File: config.mk
export PLATFORM = sky130hd
export DESIGN_NAME = qr_valley_skip_softstart_ctrl
export DESIGN_NICKNAME = d
export VERILOG_FILES = /design/src/logic/qr_ctrl_pkg.sv /design/src/logic/period_timer.sv /design/src/logic/qr_valley_skip_softstart_ctrl.sv
export SDC_FILE = /design/constraint.sdc
export NUM_CORES = 1
export LEC_CHECK = 0
export ABC_CLOCK_PERIOD_IN_PS = 3500
export BUFFER_PORTS_ARGS = -buffer_cell sky130_fd_sc_hd__buf_2
export CELL_PAD_IN_SITES_DETAIL_PLACEMENT = 0
export CELL_PAD_IN_SITES_GLOBAL_PLACEMENT = 2
export CORE_MARGIN = 2
export CORE_UTILIZATION = 30
export CTS_CLUSTER_SIZE = 16
export DETAILED_ROUTE_END_ITERATION = 7
export GPL_ROUTABILITY_DRIVEN = 0
export GPL_TIMING_DRIVEN = 0
export HOLD_SLACK_MARGIN = 0.02
export PLACE_DENSITY_LB_ADDON = 0.1
export SKIP_CTS_REPAIR_TIMING = 1
export SKIP_LAST_GASP = 1
export SYNTH_ARGS = -nofsm -noshare
export SYNTH_HDL_FRONTEND = slang
export SYNTH_SLANG_ARGS = --single-unit
File: constraint.sdc
create_clock -name clk -period 3.5 [get_ports clk]
set_input_delay 0.525 -clock clk [delete_from_list [all_inputs] [get_ports clk]]
set_output_delay 0.525 -clock clk [all_outputs]
set_load 0.02 [all_outputs]
File: src/logic/qr_ctrl_pkg.sv
// Constants and carrier types of the quasi-resonant valley-skip controller.
// Function
// Supply above turn-on threshold: release charging path, start switching with soft-start.
// Soft-start is digital, 12 ms total, four equal steps.
// Sense limit steps from 0.32 V at first step to 1 V.
// Switch-on from valley events and counter; switch-off from analog compare.
// Up/down counter holds number of valleys skipped before switch-on.
// Feedback compared and counter updated once every 48 ms period.
// Feedback always below low zone: counter up by one, stops at 7.
// Above low zone but never high zone: counter unchanged.
// Above high zone but never reset threshold: counter down, stops at 1.
// Feedback above reset threshold forces counter to 1 at once.
// Counter stays within 1 to 7; out-of-range steps ignored.
// Counter loaded with 1 at start-up.
// Zone thresholds chosen by detected line voltage level.
// Ringing suppression timer blocks false switch-on after turn-off.
// Valley counter 0 to 7 counts falling crossings, clears on gate high.
// After suppression, gate on when valley count reaches up/down counter.
// Gate forced on after maximum off interval.
// Threshold flags synchronised, latched per period, cleared at period start.
// Soft-start step output as two-bit code, holds final step.
package qr_ctrl_pkg;

    localparam int CLK_HZ = 100_000_000;
    localparam int SOFTSTART_MS = 12;
    localparam int SOFTSTART_STEPS = 4;
    localparam int EVAL_PERIOD_MS = 48;
    localparam int RING_LONG_US = 5;
    localparam int RING_SHORT_US = 2;
    localparam int MAX_OFF_US = 50;
    localparam int STEP_CYCLES = (CLK_HZ / 1000) * SOFTSTART_MS / SOFTSTART_STEPS;
    localparam int EVAL_CYCLES = (CLK_HZ / 1000) * EVAL_PERIOD_MS;
    localparam int RING_LONG_CYCLES = (CLK_HZ / 1_000_000) * RING_LONG_US;
    localparam int RING_SHORT_CYCLES = (CLK_HZ / 1_000_000) * RING_SHORT_US;
    localparam int MAX_OFF_CYCLES = (CLK_HZ / 1_000_000) * MAX_OFF_US;
    localparam logic [2:0] SKIP_MIN = 3'h1;
    localparam logic [2:0] SKIP_MAX = 3'h7;
    localparam logic [2:0] SKIP_RESET = 3'h1;
    localparam logic [2:0] VALLEY_MAX = 3'h7;
    localparam logic [1:0] STEP_FIRST = 2'h0;
    localparam logic [1:0] STEP_FINAL = 2'h3;

    typedef enum logic [1:0] {
        ST_CHARGE = 2'b00,
        ST_SOFT = 2'b01,
        ST_RUN = 2'b11
    } phase_type;

    // Comparator flags from the analog side, all asynchronous.
    typedef struct packed {
        logic supply_on;
        logic fb_low_zone;
        logic fb_high_zone;
        logic fb_counter_reset;
        logic valley_detect;
        logic ring_level_high;
        logic sense_trip;
        logic line_high;
    } analog_in_type;

    typedef struct packed {
        logic gate_drive;
        logic startup_charge_en;
        logic [1:0] softstart_step;
        logic [2:0] skip_count;
        logic line_high_sel;
    } ctrl_out_type;

endpackage

File: src/logic/period_timer.sv
// Free counter that emits a one-cycle tick every PERIOD cycles while enabled.
`timescale 1ns/100ps
module period_timer #(
    parameter int PERIOD = 100
)
(
    input wire logic clk,
    input wire logic rst,
    input wire logic run,
    output logic tick
);
    localparam int W = $clog2(PERIOD + 1);

    typedef struct packed {
        logic [W-1:0] count;
        logic tick;
    } timer_type;

    timer_type state_q;
    timer_type state_d;

    always_comb
    begin
        state_d = state_q;
        state_d.tick = 1'b0;
        if (!run)
        begin
            state_d.count = '0;
        end
        else if (state_q.count == W'(PERIOD - 1))
        begin
            state_d.count = '0;
            state_d.tick = 1'b1;
        end
        else
        begin
            state_d.count = state_q.count + W'(1);
        end
    end

    always_ff @(posedge clk or posedge rst)
    begin
        if (rst)
        begin
            state_q <= '0;
        end
        else
        begin
            state_q <= state_d;
        end
    end

    assign tick = state_q.tick;
endmodule

File: src/logic/qr_valley_skip_softstart_ctrl.sv
// Start-up sequencing, soft-start and valley-skip switch-on control.
`timescale 1ns/100ps
module qr_valley_skip_softstart_ctrl #(
    parameter int STEP_CYCLES = qr_ctrl_pkg::STEP_CYCLES,
    parameter int EVAL_CYCLES = qr_ctrl_pkg::EVAL_CYCLES,
    parameter int RING_LONG_CYCLES = qr_ctrl_pkg::RING_LONG_CYCLES,
    parameter int RING_SHORT_CYCLES = qr_ctrl_pkg::RING_SHORT_CYCLES,
    parameter int MAX_OFF_CYCLES = qr_ctrl_pkg::MAX_OFF_CYCLES
)
(
    input wire logic clk,
    input wire logic rst,
    input qr_ctrl_pkg::analog_in_type analog_in,
    output qr_ctrl_pkg::ctrl_out_type ctrl_out
);
    localparam int OFF_W = $clog2(MAX_OFF_CYCLES + 1);
    localparam int RING_W = $clog2(RING_LONG_CYCLES + RING_SHORT_CYCLES + 1);

    typedef struct packed {
        qr_ctrl_pkg::analog_in_type sync1;
        qr_ctrl_pkg::analog_in_type sync2;
        logic valley_prev;
        qr_ctrl_pkg::phase_type phase;
        logic [1:0] step;
        logic seen_low;
        logic seen_high;
        logic eval_run;
        logic [2:0] skip;
        logic [2:0] valleys;
        logic gate;
        logic [RING_W-1:0] ring;
        logic [OFF_W-1:0] off_count;
        qr_ctrl_pkg::ctrl_out_type out;
    } ctrl_state_type;

    ctrl_state_type state_q;
    ctrl_state_type state_d;
    logic step_tick;
    logic eval_tick;

    period_timer #(.PERIOD(STEP_CYCLES)) step_timer (
        .clk(clk),
        .rst(rst),
        .run(state_q.phase == qr_ctrl_pkg::ST_SOFT),
        .tick(step_tick)
    );

    // fixed evaluation period
    period_timer #(.PERIOD(EVAL_CYCLES)) eval_timer (
        .clk(clk),
        .rst(rst),
        .run(state_q.eval_run),
        .tick(eval_tick)
    );

    always_comb
    begin
        state_d = state_q;
        state_d.sync1 = analog_in;
        // two-stage synchronisers
        state_d.sync2 = state_q.sync1;
        // A third stage keeps the last synchronised valley level for edge detection.
        state_d.valley_prev = state_q.sync2.valley_detect;

        case (state_q.phase)
            qr_ctrl_pkg::ST_CHARGE:
            begin
                // turn-on threshold crossed
                if (state_q.sync2.supply_on)
                begin
                    state_d.phase = qr_ctrl_pkg::ST_SOFT;
                    state_d.step = qr_ctrl_pkg::STEP_FIRST;
                    state_d.eval_run = 1'b1;
                    state_d.off_count = '0;
                end
            end
            qr_ctrl_pkg::ST_SOFT:
            begin
                // four timed steps
                if (step_tick)
                begin
                    if (state_q.step == qr_ctrl_pkg::STEP_FINAL)
                    begin
                        state_d.phase = qr_ctrl_pkg::ST_RUN;
                    end
                    else
                    begin
                        state_d.step = state_q.step + 2'h1;
                    end
                end
            end
            qr_ctrl_pkg::ST_RUN:
            begin
                // hold final step
                state_d.step = qr_ctrl_pkg::STEP_FINAL;
            end
            default:
            begin
                state_d.phase = qr_ctrl_pkg::ST_CHARGE;
            end
        endcase

        // period flags, new period starts clean
        // The level seen on the tick opens the new period, so no sample is lost.
        if (eval_tick)
        begin
            state_d.seen_low = state_q.sync2.fb_low_zone;
            state_d.seen_high = state_q.sync2.fb_high_zone;
        end
        else
        begin
            state_d.seen_low = state_q.seen_low | state_q.sync2.fb_low_zone;
            state_d.seen_high = state_q.seen_high | state_q.sync2.fb_high_zone;
        end

        // The reset threshold outranks the periodic update, even on a tick.
        // immediate reset to one
        if (state_q.sync2.fb_counter_reset)
        begin
            state_d.skip = qr_ctrl_pkg::SKIP_RESET;
        end
        else if (eval_tick)
        begin
            // count up, saturating
            if (!state_q.seen_low)
            begin
                if (state_q.skip != qr_ctrl_pkg::SKIP_MAX)
                begin
                    state_d.skip = state_q.skip + 3'h1;
                end
            end
            // count down, saturating
            else if (state_q.seen_high)
            begin
                if (state_q.skip != qr_ctrl_pkg::SKIP_MIN)
                begin
                    state_d.skip = state_q.skip - 3'h1;
                end
            end
            // otherwise hold
        end

        if (state_q.phase != qr_ctrl_pkg::ST_CHARGE)
        begin
            if (state_q.gate)
            begin
                // Blanking of the trip comparator is left to the analog side.
                // analog compare ends the on-time
                if (state_q.sync2.sense_trip)
                begin
                    state_d.gate = 1'b0;
                    state_d.off_count = '0;
                    // suppression length follows ringing level
                    state_d.ring = state_q.sync2.ring_level_high ?
                        RING_W'(RING_SHORT_CYCLES) : RING_W'(RING_LONG_CYCLES);
                end
            end
            else
            begin
                if (state_q.ring != '0)
                begin
                    state_d.ring = state_q.ring - RING_W'(1);
                end
                if (state_q.off_count != OFF_W'(MAX_OFF_CYCLES))
                begin
                    state_d.off_count = state_q.off_count + OFF_W'(1);
                end
                // count falling crossings
                if (state_q.valley_prev && !state_q.sync2.valley_detect
                    && state_q.valleys != qr_ctrl_pkg::VALLEY_MAX)
                begin
                    state_d.valleys = state_q.valleys + 3'h1;
                end
                // The off counter saturates at the cap, which then forces the gate on.
                // maximum off interval
                if (state_q.off_count == OFF_W'(MAX_OFF_CYCLES))
                begin
                    state_d.gate = 1'b1;
                end
                // enough valleys skipped
                else if (state_q.ring == '0 && state_q.valleys >= state_q.skip)
                begin
                    state_d.gate = 1'b1;
                end
                // clear on gate high
                if (state_d.gate)
                begin
                    state_d.valleys = '0;
                end
            end
        end

        state_d.out.gate_drive = state_d.gate;
        // charging path off once operating
        state_d.out.startup_charge_en = (state_d.phase == qr_ctrl_pkg::ST_CHARGE);
        // limit level code
        state_d.out.softstart_step = state_d.step;
        state_d.out.skip_count = state_d.skip;
        // zone threshold set by line level
        state_d.out.line_high_sel = state_q.sync2.line_high;
    end

    always_ff @(posedge clk or posedge rst)
    begin
        if (rst)
        begin
            // Outputs leave reset idle: gate low, charging path on, counter at one.
            state_q <= '0;
            state_q.phase <= qr_ctrl_pkg::ST_CHARGE;
            // start at one
            state_q.skip <= qr_ctrl_pkg::SKIP_RESET;
            state_q.out.skip_count <= qr_ctrl_pkg::SKIP_RESET;
            state_q.out.startup_charge_en <= 1'b1;
        end
        else
        begin
            state_q <= state_d;
        end
    end

    assign ctrl_out = state_q.out;
endmodule

### Yosys cells after proc, flatten, opt, wreduce, memory -nomap -nowiden

Index checks and enable logic that the tools add are counted.

* reductions and logical operators: 19
* mux-type cells: 35
* $lt $le $gt $ge: 1
* $add $sub $neg: 8
* equality and inequality tests: 16
* bitwise logic cells: 3

Operators with widths (count)
* $mux W13: 4
* $mux W24: 2
* $mux W23: 2
* $mux W19: 2
* $mux W3: 8
* $add A23 B1 Y23 const B: 1
* $eq A23 B23 Y1 const B: 1
* $add A19 B1 Y19 const B: 1
* $eq A19 B19 Y1 const B: 1
* $add A13 B1 Y13 const B: 1
* $eq A13 B13 Y1 const B: 1
* $ne A13 B13 Y1 const B: 1
* $pmux W2 S3: 2
* $logic_not A10 Y1: 1
* $mux W10: 1
* $reduce_bool A10 Y1: 1
* $sub A10 B1 Y10 const B: 1
* $mux W9: 1
* $mux W1: 8
* $mux W4: 2
* $reduce_and A4 Y1: 2
* $reduce_bool A2 Y1: 4
* $add A3 B1 Y3 const B: 2
* $mux W2: 3
* other kinds (18): 29

* register bits after elaboration: 100
* bits of input ports: 10
* output and inout port bits: 8
* word-level logic and storage cells: 115

### Logic depth before layout (Yosys ltp)

Gate-level depths: netlist (run 1).

* word-level depth: 8
* gate-level depth with buffers: 9
* mapped depth without buffers: 7

### Hierarchy

A second synthesis (run 1) with hierarchy kept.

* cells, all modules: 518
* area, all modules: 5107.4 um2

By module, submodules not included
* qr_valley_skip_softstart_ctrl: area an instance 2817.7 um2, sequential area each 1403.8 um2, instances 1, cells each 282
* period_timer at eval_timer: area an instance 1251.2 um2, sequential area each 600.6 um2, instances 1, cells each 132
* period_timer at step_timer: area an instance 1038.5 um2, sequential area each 500.5 um2, instances 1, cells each 104

### Least setup slack after synthesis (run 1)

OpenSTA, ideal clock, no wires.

* path kind: flip-flop to flip-flop
* start point: reg ctrl_out[1] (netlist name)
* end point: reg state_q[33] in the netlist's numbering
* path slack: 1.684 ns
* setup time: 0.067 ns
* period minus slack after synthesis: 1.816 ns
* data required time: 3.433 ns
* arrival: 1.749 ns
* path buffers: 0
* stages on the path, launching flop included: 7
* cells stage by stage: dfstp_2 -> ha_1 -> or3b_2 -> a21oi_1 -> o21a_2 -> a21o_1 -> a32o_1

RTL lines
* end signal, assigned: line qr_valley_skip_softstart_ctrl.sv:217 `state_q <= state_d;`
* end, declared: line qr_valley_skip_softstart_ctrl.sv:36 `ctrl_state_type state_q;`

### Final worst setup path (run 1)

* start point: reg state_q[43] in the netlist's numbering
* end point: reg state_q[27] in the netlist's numbering

* cells in the longest elaborated chain, start to end: 2

RTL lines
* $reduce_bool A2 Y1: line qr_valley_skip_softstart_ctrl.sv:143 `if (state_q.phase != qr_ctrl_pkg::ST_CHARGE)`
* $reduce_and A3 Y1 (no source line)

Every way passes these cells.
A chain may end at the register's enable or synchronous reset.

==> impl_metrics.json, run 1 <==
{
  "combPwrFrac_pct": 17.4,
  "grt_max_degree": 57,
  "multi_input_area_um2": 2190,
  "hold_class": "input port to async pin",
  "cts_tree": "yes",
  "coreArea_um2": 15900,
  "fillerInstances": 1647,
  "final_nets": 546,
  "insertion_delay_ns": 0.35,
  "p_sw_mw": 0.889,
  "hold_violations": 0,
  "grt_pass1_wl_um": 17500,
  "die_w_um": 132,
  "synth.distinct_cells": 51,
  "fmax_ghz": 0.475,
  "rows": 46,
  "slowest_delay_ns": 0.48,
  "dr.first_iter.drc_count": 165,
  "synthFlopType": "dfrtp_1",
  "period_share_pct": 60.2,
  "initial_utilization_pct": 30.8,
  "htreeDepth": 3,
  "clk_root_buffer_cell": "clkbuf_16",
  "grt_pass1_vias": 3500,
  "fp.dieH_um": 132,
  "dieArea_um2": 17400,
  "drc": 0,
  "cp_num_buf_inv": 3,
  "antenna_found_initial": 0,
  "post_drt_wl_per_cell_um": 13.5,
  "crit_chain": "inv_1, ha_1, buf_2, nor2_1, clkbuf_1, nand3_1, nand2_1, o21ai_0",
  "crit_required_ns": 3.73,
  "final_cell_mix": "dfrtp_1 (98), nor2_1 (75), nand2_1 (36)",
  "cts_buffers": 9,
  "report.power.total_mw": 2.98,
  "worstMarginPinSlew_ns": 0.657,
  "drv_slew": 0,
  "relSlewSlack_pct": 55.9,
  "switching_share_pct": 29.8,
  "crit_arrival_ns": 2.33,
  "synth_edf_count": 0,
  "seqPwrFrac_pct": 49.9,
  "end_kind": "flip-flop",
  "wl_um": 9960,
  "crit_family": "buffers and inverters",
  "total_leakage_power_nw": 2.52,
  "setup_viol": 0,
  "num_io_pins": 18,
  "drt_pass1_iterations": 6,
  "ys.warnings.count": 0,
  "synth_area_um2": 4900,
  "period_minus_slack_ns": 2.11,
  "synth_seq_area_share_pct": 51.1,
  "num_vias": 3415,
  "pwr-share-clk_pct": 32.7,
  "async_flop_share_pct": 100,
  "maxCapViolations": 0,
  "grt_setup_unrepaired": "false",
  "io_buffers": 17,
  "ys_seq_elements": 100,
  "diodes": 0,
  "regArea_um2": 2500,
  "routed_via_density": 4.64,
  "numClockSinks": 100,
  "internal-power_mw": 2.09,
  "gr-total-overflow": 0,
  "clkTransAtPathRegs_ns": 0.07,
  "drive_above_1_share_pct": 12.3,
  "ant_nets": 0,
  "area_delta_synth_final_pct": 13.8,
  "vdd_drop_max_mv": 0.251,
  "dp_hpwl_um": 6870,
  "criticalPathCategory": "flip-flop to flip-flop",
  "p_per_area_nw_per_um2": 535,
  "layout_commonest_cell": "dfrtp_1",
  "status": "finished, final reports clean",
  "grt_util_all_layers_pct": 12.4,
  "synth_area_leaders": "dfrtp_1 (50%), nor2_1 (5.7%), ha_1 (5.4%), xor2_1 (4.6%), o21ai_0 (3.1%)",
  "fin_worst_skew_ns": 0.00662,
  "critPathSlowestCell": "clkbuf_1",
  "syn_area_per_cell_um2": 10.1,
  "clock_path_buffers": 2,
  "syn_inst": 486,
  "syn_nets": 517,
  "yosysTopAreaCell": "dfrtp_1",
  "worstPathMaxFanout": 10,
  "synth_top_area_share_pct": 50.0,
  "setup.worst_path.start_class": "flip-flop",
  "worst_hold_slack_ns": 0.259
}
==> worst reg2reg max path, cell delays in order, from the launching register on <==
cell and delay, ns:
dfrtp_1 0.41, inv_1 0.09, ha_1 0.19, buf_2 0.17
nor2_1 0.35, clkbuf_1 0.48, nand3_1 0.14, nand2_1 0.09
o21ai_0 0.07
==> area by class of cell <==
| class | instances | share of cell area (%) |
|---|---|---|
| well taps | 216 | 4.84 |
| flip-flops and latches | 100 | 44.9 |
| clock buffers | 13 | 4.84 |
| multi-input cells | 345 | 39.2 |
| clock inverters | 3 | 0.359 |
| plain buffers | 19 | 2.33 |
| repair buffers | 18 | 2.02 |
| inverters | 22 | 1.52 |
==> state kept, by name (all words and copies together) (netlist names) <==
signal              cells
step_timer.state_q     19
eval_timer.state_q     23
state_d                10
eval_timer.tick         1
ctrl_out                8
step_timer.tick         1
state_q                38
==> power by group through the flow <==
stage	clock network [mW]	registers [mW]	logic, mW
after floorplan	0	1.47	0.421
after global placement	0	1.51	0.513
after detailed placement	0	1.51	0.527
after CTS	1.02	1.49	0.533
after global routing	1.06	1.52	0.602
final	0.975	1.49	0.519
==> layer usage <==
metal	routed length, µm	track usage, %	up-vias
li1	-	-	1722
met1	4750	15.5	1647
met2	4740	21.1	40
met3	369	3.77	6
met4	102	3.08	0
met5	0	0	-
==> kinds of logic after synthesis <==
family | share of synthesized area (%)
buf+inv | 4.34
fa+ha+maj | 5.36
flops | 51.1
mux | 0.408
simple gates | 21.9
compound gates | 9.46
xor+xnor | 7.50
==> path summary, 6_finish.rpt <==
kind | to | start | cells after the start | slack [ns]
setup / recovery | state_q[27] | state_q[43] | 8 | 1.39
hold / removal | state_d[51] | rst | 2 | 0.26
setup reg to reg | state_q[27] | state_q[43] | 8 | 1.39
hold reg to reg | state_q[47] | state_d[47] | 0 | 0.35
max in group asynchronous | ctrl_out[6] | rst | 3 | 2.50
min in group clk | state_d[47] | analog_in[1] | 1 | 0.28
==> cells in the mapped netlist (2+ instances only) <==
cell type  instances
a21o_1             5
nand2b_1           7
or2_2              2
o21a_1             4
nor3b_1            2
dfstp_2            2
inv_1             22
and3_1            10
buf_2              2
a31oi_1            6
a21oi_1           11
xor2_1            26
o21ai_1            2
dfrtp_1           98
o22ai_1            3
nand2_1           36
clkbuf_1           4
ha_1              21
buf_6              2
nand3_1           20
mux2i_1            2
nor3_1             6
and2_1             6
buf_4             11
nor4_1             5
nor4_4             3
nand4_2            2
o22a_1             2
nor2_1            75
nor4b_1            2
a211oi_1           3
nand4_1           17
xnor2_1           16
and4_1             3
o21ai_0           30
a32o_1             3
==> per-stage QoR <==
| step | setup TNS [ns] | instance area, µm² | std cells | utilization [%] | worst slack, ns |
|---|---|---|---|---|---|
| global placement | -108.63 | 5260 | 719 | 33.0 | -1.12 |
| CTS | 0 | 5580 | 736 | 35.0 | 1.35 |
| detailed placement | 0 | 5290 | 720 | 33.2 | 1.34 |
| global route | 0 | 5580 | 736 | 35.0 | 1.12 |
| floorplan | 0 | 4900 | 486 | - | 0.360 |
| finish | 0 | 5580 | 736 | 35.0 | 1.39 |
Note: power is estimated with default switching activity, not from simulation.
==> inputs of run 2 (changes only) <==
--- a/config.mk
+++ b/config.mk
@@ -5,7 +5,7 @@
 export SDC_FILE = /design/constraint.sdc
 export NUM_CORES = 1
 export LEC_CHECK = 0
-export ABC_CLOCK_PERIOD_IN_PS = 3500
+export ABC_CLOCK_PERIOD_IN_PS = 1900
 export BUFFER_PORTS_ARGS = -buffer_cell sky130_fd_sc_hd__buf_2
 export CELL_PAD_IN_SITES_DETAIL_PLACEMENT = 0
 export CELL_PAD_IN_SITES_GLOBAL_PLACEMENT = 2
==> constraint.sdc (replaced) <==
create_clock -name clk -period 1.9 [get_ports clk]
set_input_delay 0.285 -clock clk [delete_from_list [all_inputs] [get_ports clk]]
set_output_delay 0.285 -clock clk [all_outputs]
set_load 0.02 [all_outputs]
==> impl_metrics.json, run 2 (synthesis results as in run 1) <==
{
  "num_io_pins": 18,
  "holdPathEnd": "state_d[50]",
  "holdCritStartpoint": "analog_in[4]",
  "end_kind": "flip-flop",
  "status": "finished, final reports clean",
  "dp_hpwl_um": 7050,
  "final_cell_mix": "dfrtp_1 (96), nor2_1 (73), nand2_1 (36)",
  "io_buffers": 17,
  "worstPathMaxFanout": 5,
  "critPathSlowestCell": "dfstp_2",
  "routed_via_density": 4.65,
  "total_leakage_power_nw": 2.62,
  "maxCapViolations": 0,
  "grt_pass1_wl_um": 17500,
  "period_share_pct": 97.1,
  "wl_um": 10200,
  "hold_class": "input port to flip-flop",
  "crit_required_ns": 2.19,
  "min_path_cells": 1,
  "setup.worst_path.start_class": "flip-flop",
  "cts_tree": "yes",
  "grt_util_all_layers_pct": 12.5,
  "slowest_delay_ns": 0.58,
  "diodes": 0,
  "fillerInstances": 1633,
  "final_nets": 560,
  "clk_root_buffer_cell": "clkbuf_16",
  "drc": 0,
  "clock_path_buffers": 2,
  "fp.dieH_um": 132,
  "regArea_um2": 2510,
  "coreArea_um2": 15900,
  "cp_num_buf_inv": 0,
  "hold_violations": 0,
  "dieArea_um2": 17400,
  "die_w_um": 132,
  "worstMarginPinSlew_ns": 0.479,
  "layout_commonest_cell": "dfrtp_1",
  "r2r-end": "state_q[34]",
  "top_regs": "state_q (38), eval_timer.state_q (23), step_timer.state_q (19)",
  "initial_utilization_pct": 30.8,
  "criticalPathCategory": "flip-flop to flip-flop",
  "htreeDepth": 3,
  "finalNonFillerCells": 750,
  "insertion_delay_ns": 0.35,
  "crit_family": "compound AO/OA/AOI/OAI gates",
  "drt_pass1_iterations": 4,
  "rrSetupSlack_ns": 0.06,
  "setup_ws_ns": 0.0560,
  "grt_pass1_vias": 3445,
  "num_vias": 3484,
  "gr-total-overflow": 0,
  "multi_input_area_um2": 2270,
  "p_per_area_nw_per_um2": 986,
  "setup_viol": 0,
  "numClockSinks": 100,
  "dr.first_iter.drc_count": 178,
  "grt_max_degree": 36,
  "cts_buffers": 9,
  "grt_setup_unrepaired": "true",
  "fmax_ghz": 0.542,
  "clkTransAtPathRegs_ns": 0.07,
  "dpl_worst_slack_ns": -0.216,
  "ant_nets": 0,
  "largest_register_ffs": 38,
  "crit_chain": "ha_4, or3b_4, a21oi_2, o21a_2, a21o_1, a32o_1",
  "vdd_drop_max_mv": 0.436,
  "fin_worst_skew_ns": 0.00821,
  "antenna_found_initial": 0,
  "area_delta_synth_final_pct": 19.0,
  "r2r_cells": 6,
  "rr_startpoint": "ctrl_out[1]",
  "rows": 46,
  "drive_above_1_share_pct": 17.0,
  "period_minus_slack_ns": 1.84,
  "post_drt_wl_per_cell_um": 13.6,
  "crit_arrival_ns": 2.14,
  "relSlewSlack_pct": 67.9,
  "dp.cells": 722,
  "drv_slew": 0,
  "regMostFlops": "state_q"
}
run 2: worst max path at each step:
| stage | startpoint | endpoint | cells past startpoint |
|---|---|---|---|
| 6_report | ctrl_out[1] | state_q[34] | 6 |
| 3_3_place_gp | rst | step_timer.state_q[18] | 2 |
| 5_1_grt | ctrl_out[1] | state_q[34] | 6 |
| 3_5_place_dp | state_q[43] | state_q[27] | 8 |
| 4_1_cts | state_q[44] | state_q[27] | 8 |
| 2_1_floorplan | ctrl_out[1] | state_q[33] | 6 |
run 2: area by class of cell:
cell class / count / share of cell area [%]
flip-flops and latches: 100 / 42.9
multi-input cells: 345 / 38.9
well taps: 216 / 4.63
repair buffers: 33 / 4.37
clock buffers: 10 / 4.09
plain buffers: 18 / 2.36
inverters: 22 / 1.48
clock inverters: 6 / 1.18
run 2: worst reg2reg max path, cell delays in order, from the launching register on:
cell     delay [ns]
dfstp_2        0.58
ha_4           0.21
or3b_4         0.36
a21oi_2        0.16
o21a_2         0.19
a21o_1         0.17
a32o_1         0.13
run 2: metal layers:
layer / vias up / GRT usage (%) / routed length [µm]
met5: - / 0 / 0
met4: 0 / 3.80 / 130
met3: 12 / 3.58 / 272
met2: 26 / 19.7 / 4700
met1: 1687 / 16.8 / 5070
li1: 1759 / - / -
run 2: report_power, final:
group	switching, mW	internal [mW]	total, mW
Sequential	0.348	2.42	2.77
Combinational	0.546	0.497	1.04
Clock	0.872	1.07	1.94
run 2: through the flow:
step | instance area [µm²] | hold WS [ns] | TNS (ns) | total power, mW | util [%]
final | 5840 | 0.0364 | 0 | 5.76 | 36.6
after global routing | 5840 | 0.0179 | -0.164 | 6.15 | 36.6
after CTS | 5630 | -0.0986 | -3.62 | 5.77 | 35.3
after detailed placement | 5320 | 0.297 | -2.83 | 3.77 | 33.4
after global placement | 5260 | 0.335 | -42.20 | 3.73 | 33.0
after floorplan | 4910 | 0.316 | 0 | 3.48 | -
==> inputs of run 3 (changes only) <==
--- a/config.mk
+++ b/config.mk
@@ -10,7 +10,7 @@
 export CELL_PAD_IN_SITES_DETAIL_PLACEMENT = 0
 export CELL_PAD_IN_SITES_GLOBAL_PLACEMENT = 2
 export CORE_MARGIN = 2
-export CORE_UTILIZATION = 30
+export CORE_UTILIZATION = 37
 export CTS_CLUSTER_SIZE = 16
 export DETAILED_ROUTE_END_ITERATION = 7
 export GPL_ROUTABILITY_DRIVEN = 0
==> impl_metrics.json, run 3 (synthesis results as in run 1) <==
{
  "total_leakage_power_nw": 2.59,
  "relSlewSlack_pct": 51.5,
  "drive_above_1_share_pct": 17.3,
  "hold_class": "input port to flip-flop",
  "io_buffers": 17,
  "grt_pass1_vias": 3427,
  "status": "finished, final reports clean",
  "clock_path_buffers": 2,
  "rows": 42,
  "setup.worst_path.start_class": "flip-flop",
  "critPathSlowestCell": "dfstp_2",
  "layout_commonest_cell": "dfrtp_1",
  "post_drt_wl_per_cell_um": 13.7,
  "hold_violations": 0,
  "p_per_area_nw_per_um2": 970,
  "grt_setup_unrepaired": "true",
  "dp_hpwl_um": 6580,
  "cts_buffers": 9,
  "clkTransAtPathRegs_ns": 0.07,
  "grt_util_all_layers_pct": 14.6,
  "routed_via_density": 4.93,
  "criticalPathCategory": "flip-flop to flip-flop",
  "wl_um": 9690,
  "crit_chain": "ha_4, or3b_4, a21oi_2, o21a_2, a21o_1, a32o_1",
  "grt_pass1_wl_um": 16500,
  "cts_tree": "yes",
  "num_io_pins": 18,
  "setup_viol": 0,
  "clk_root_buffer_cell": "clkbuf_16",
  "period_share_pct": 98.6,
  "period_minus_slack_ns": 1.87,
  "worstPathMaxFanout": 4,
  "finalNonFillerCells": 709,
  "final_cell_mix": "dfrtp_1 (96), nor2_1 (73), nand2_1 (35)",
  "crit_required_ns": 2.18,
  "worstMarginPinSlew_ns": 0.727,
  "dieArea_um2": 14200,
  "design_area_um2": 5730,
  "dpl_worst_slack_ns": -0.164,
  "final_nets": 560,
  "final_util_pct": 43.8,
  "regMostFlops": "state_q",
  "placed_area_um2": 5250,
  "htreeDepth": 3,
  "dr.first_iter.drc_count": 215,
  "grt_max_degree": 40,
  "dp.cells": 681,
  "slowest_delay_ns": 0.58,
  "ant_nets": 0,
  "diodes": 0,
  "num_vias": 3497,
  "area_delta_synth_final_pct": 16.8,
  "coreArea_um2": 13100,
  "initial_utilization_pct": 37.5,
  "end_kind": "flip-flop",
  "die_w_um": 119,
  "drc": 0,
  "setup_ws_ns": 0.0275,
  "drv_slew": 0,
  "largest_register_ffs": 38,
  "top_regs": "state_q (38), eval_timer.state_q (23), step_timer.state_q (19)",
  "fin_worst_skew_ns": 0.00587,
  "crit_arrival_ns": 2.16,
  "numClockSinks": 100,
  "maxCapViolations": 0,
  "fmax_ghz": 0.534,
  "fp.dieH_um": 119,
  "insertion_delay_ns": 0.35,
  "drt_pass1_iterations": 4,
  "vdd_drop_max_mv": 0.504,
  "gr-total-overflow": 0,
  "antenna_found_initial": 0
}
==> run 3: worst paths after layout <==
check                             start                endpoint  slack [ns]  cells past startpoint
setup / recovery            ctrl_out[1]             state_q[34]        0.03                      6
hold / removal             analog_in[5]             state_d[51]        0.04                      1
setup reg to reg            ctrl_out[1]             state_q[34]        0.03                      6
hold reg to reg             state_d[48]             state_q[48]        0.34                      0
max in group asynchronous           rst             ctrl_out[1]        1.15                      3
min in group asynchronous           rst  step_timer.state_q[10]        0.05                      2
==> run 3: cell type report <==
class,instances,area [µm²]
clock inverter,3,23.8
clock buffer,12,246
multi-input combinational,345,2270
buffer,18,140
sequential,100,2510
fill,1243,7360
tap,176,220
timing repair buffer,33,235
inverter,22,86.3
==> run 3: per-layer routing <==
metal | global-route usage [%] | wire [µm] | vias to the layer above
met5 | 0 | 0 | -
met4 | 3.57 | 95 | 0
met3 | 4.69 | 274 | 8
met2 | 23.6 | 4510 | 28
met1 | 19.2 | 4810 | 1707
li1 | - | - | 1754
==> run 3: worst max-delay path: cells and delay by family, from the launching register on <==
family / cells / cell delay [ns]
flops: 1 / 0.58
fa+ha+maj: 1 / 0.20
simple gates: 1 / 0.39
compound gates: 4 / 0.64
==> run 3: stage by stage <==
stage          hold slack, ns  total power, mW  setup TNS, ns
6_report               0.0407             5.55              0
5_1_grt                0.0256             5.93        -0.0911
4_1_cts                0.0232             5.52          -2.44
3_5_place_dp            0.335             3.75          -2.09
3_3_place_gp            0.332             3.71         -36.06
2_1_floorplan           0.316             3.48              0
==> run 3: where the power goes <==
| part | leakage (nW) | internal (mW) | total, mW | switching (mW) |
|---|---|---|---|---|
| sequential | 1.27 | 2.43 | 2.77 | 0.340 |
| clock | 0.125 | 0.921 | 1.72 | 0.801 |
| combinational | 1.19 | 0.521 | 1.07 | 0.545 |
| total | 2.59 | 3.87 | 5.55 | 1.69 |
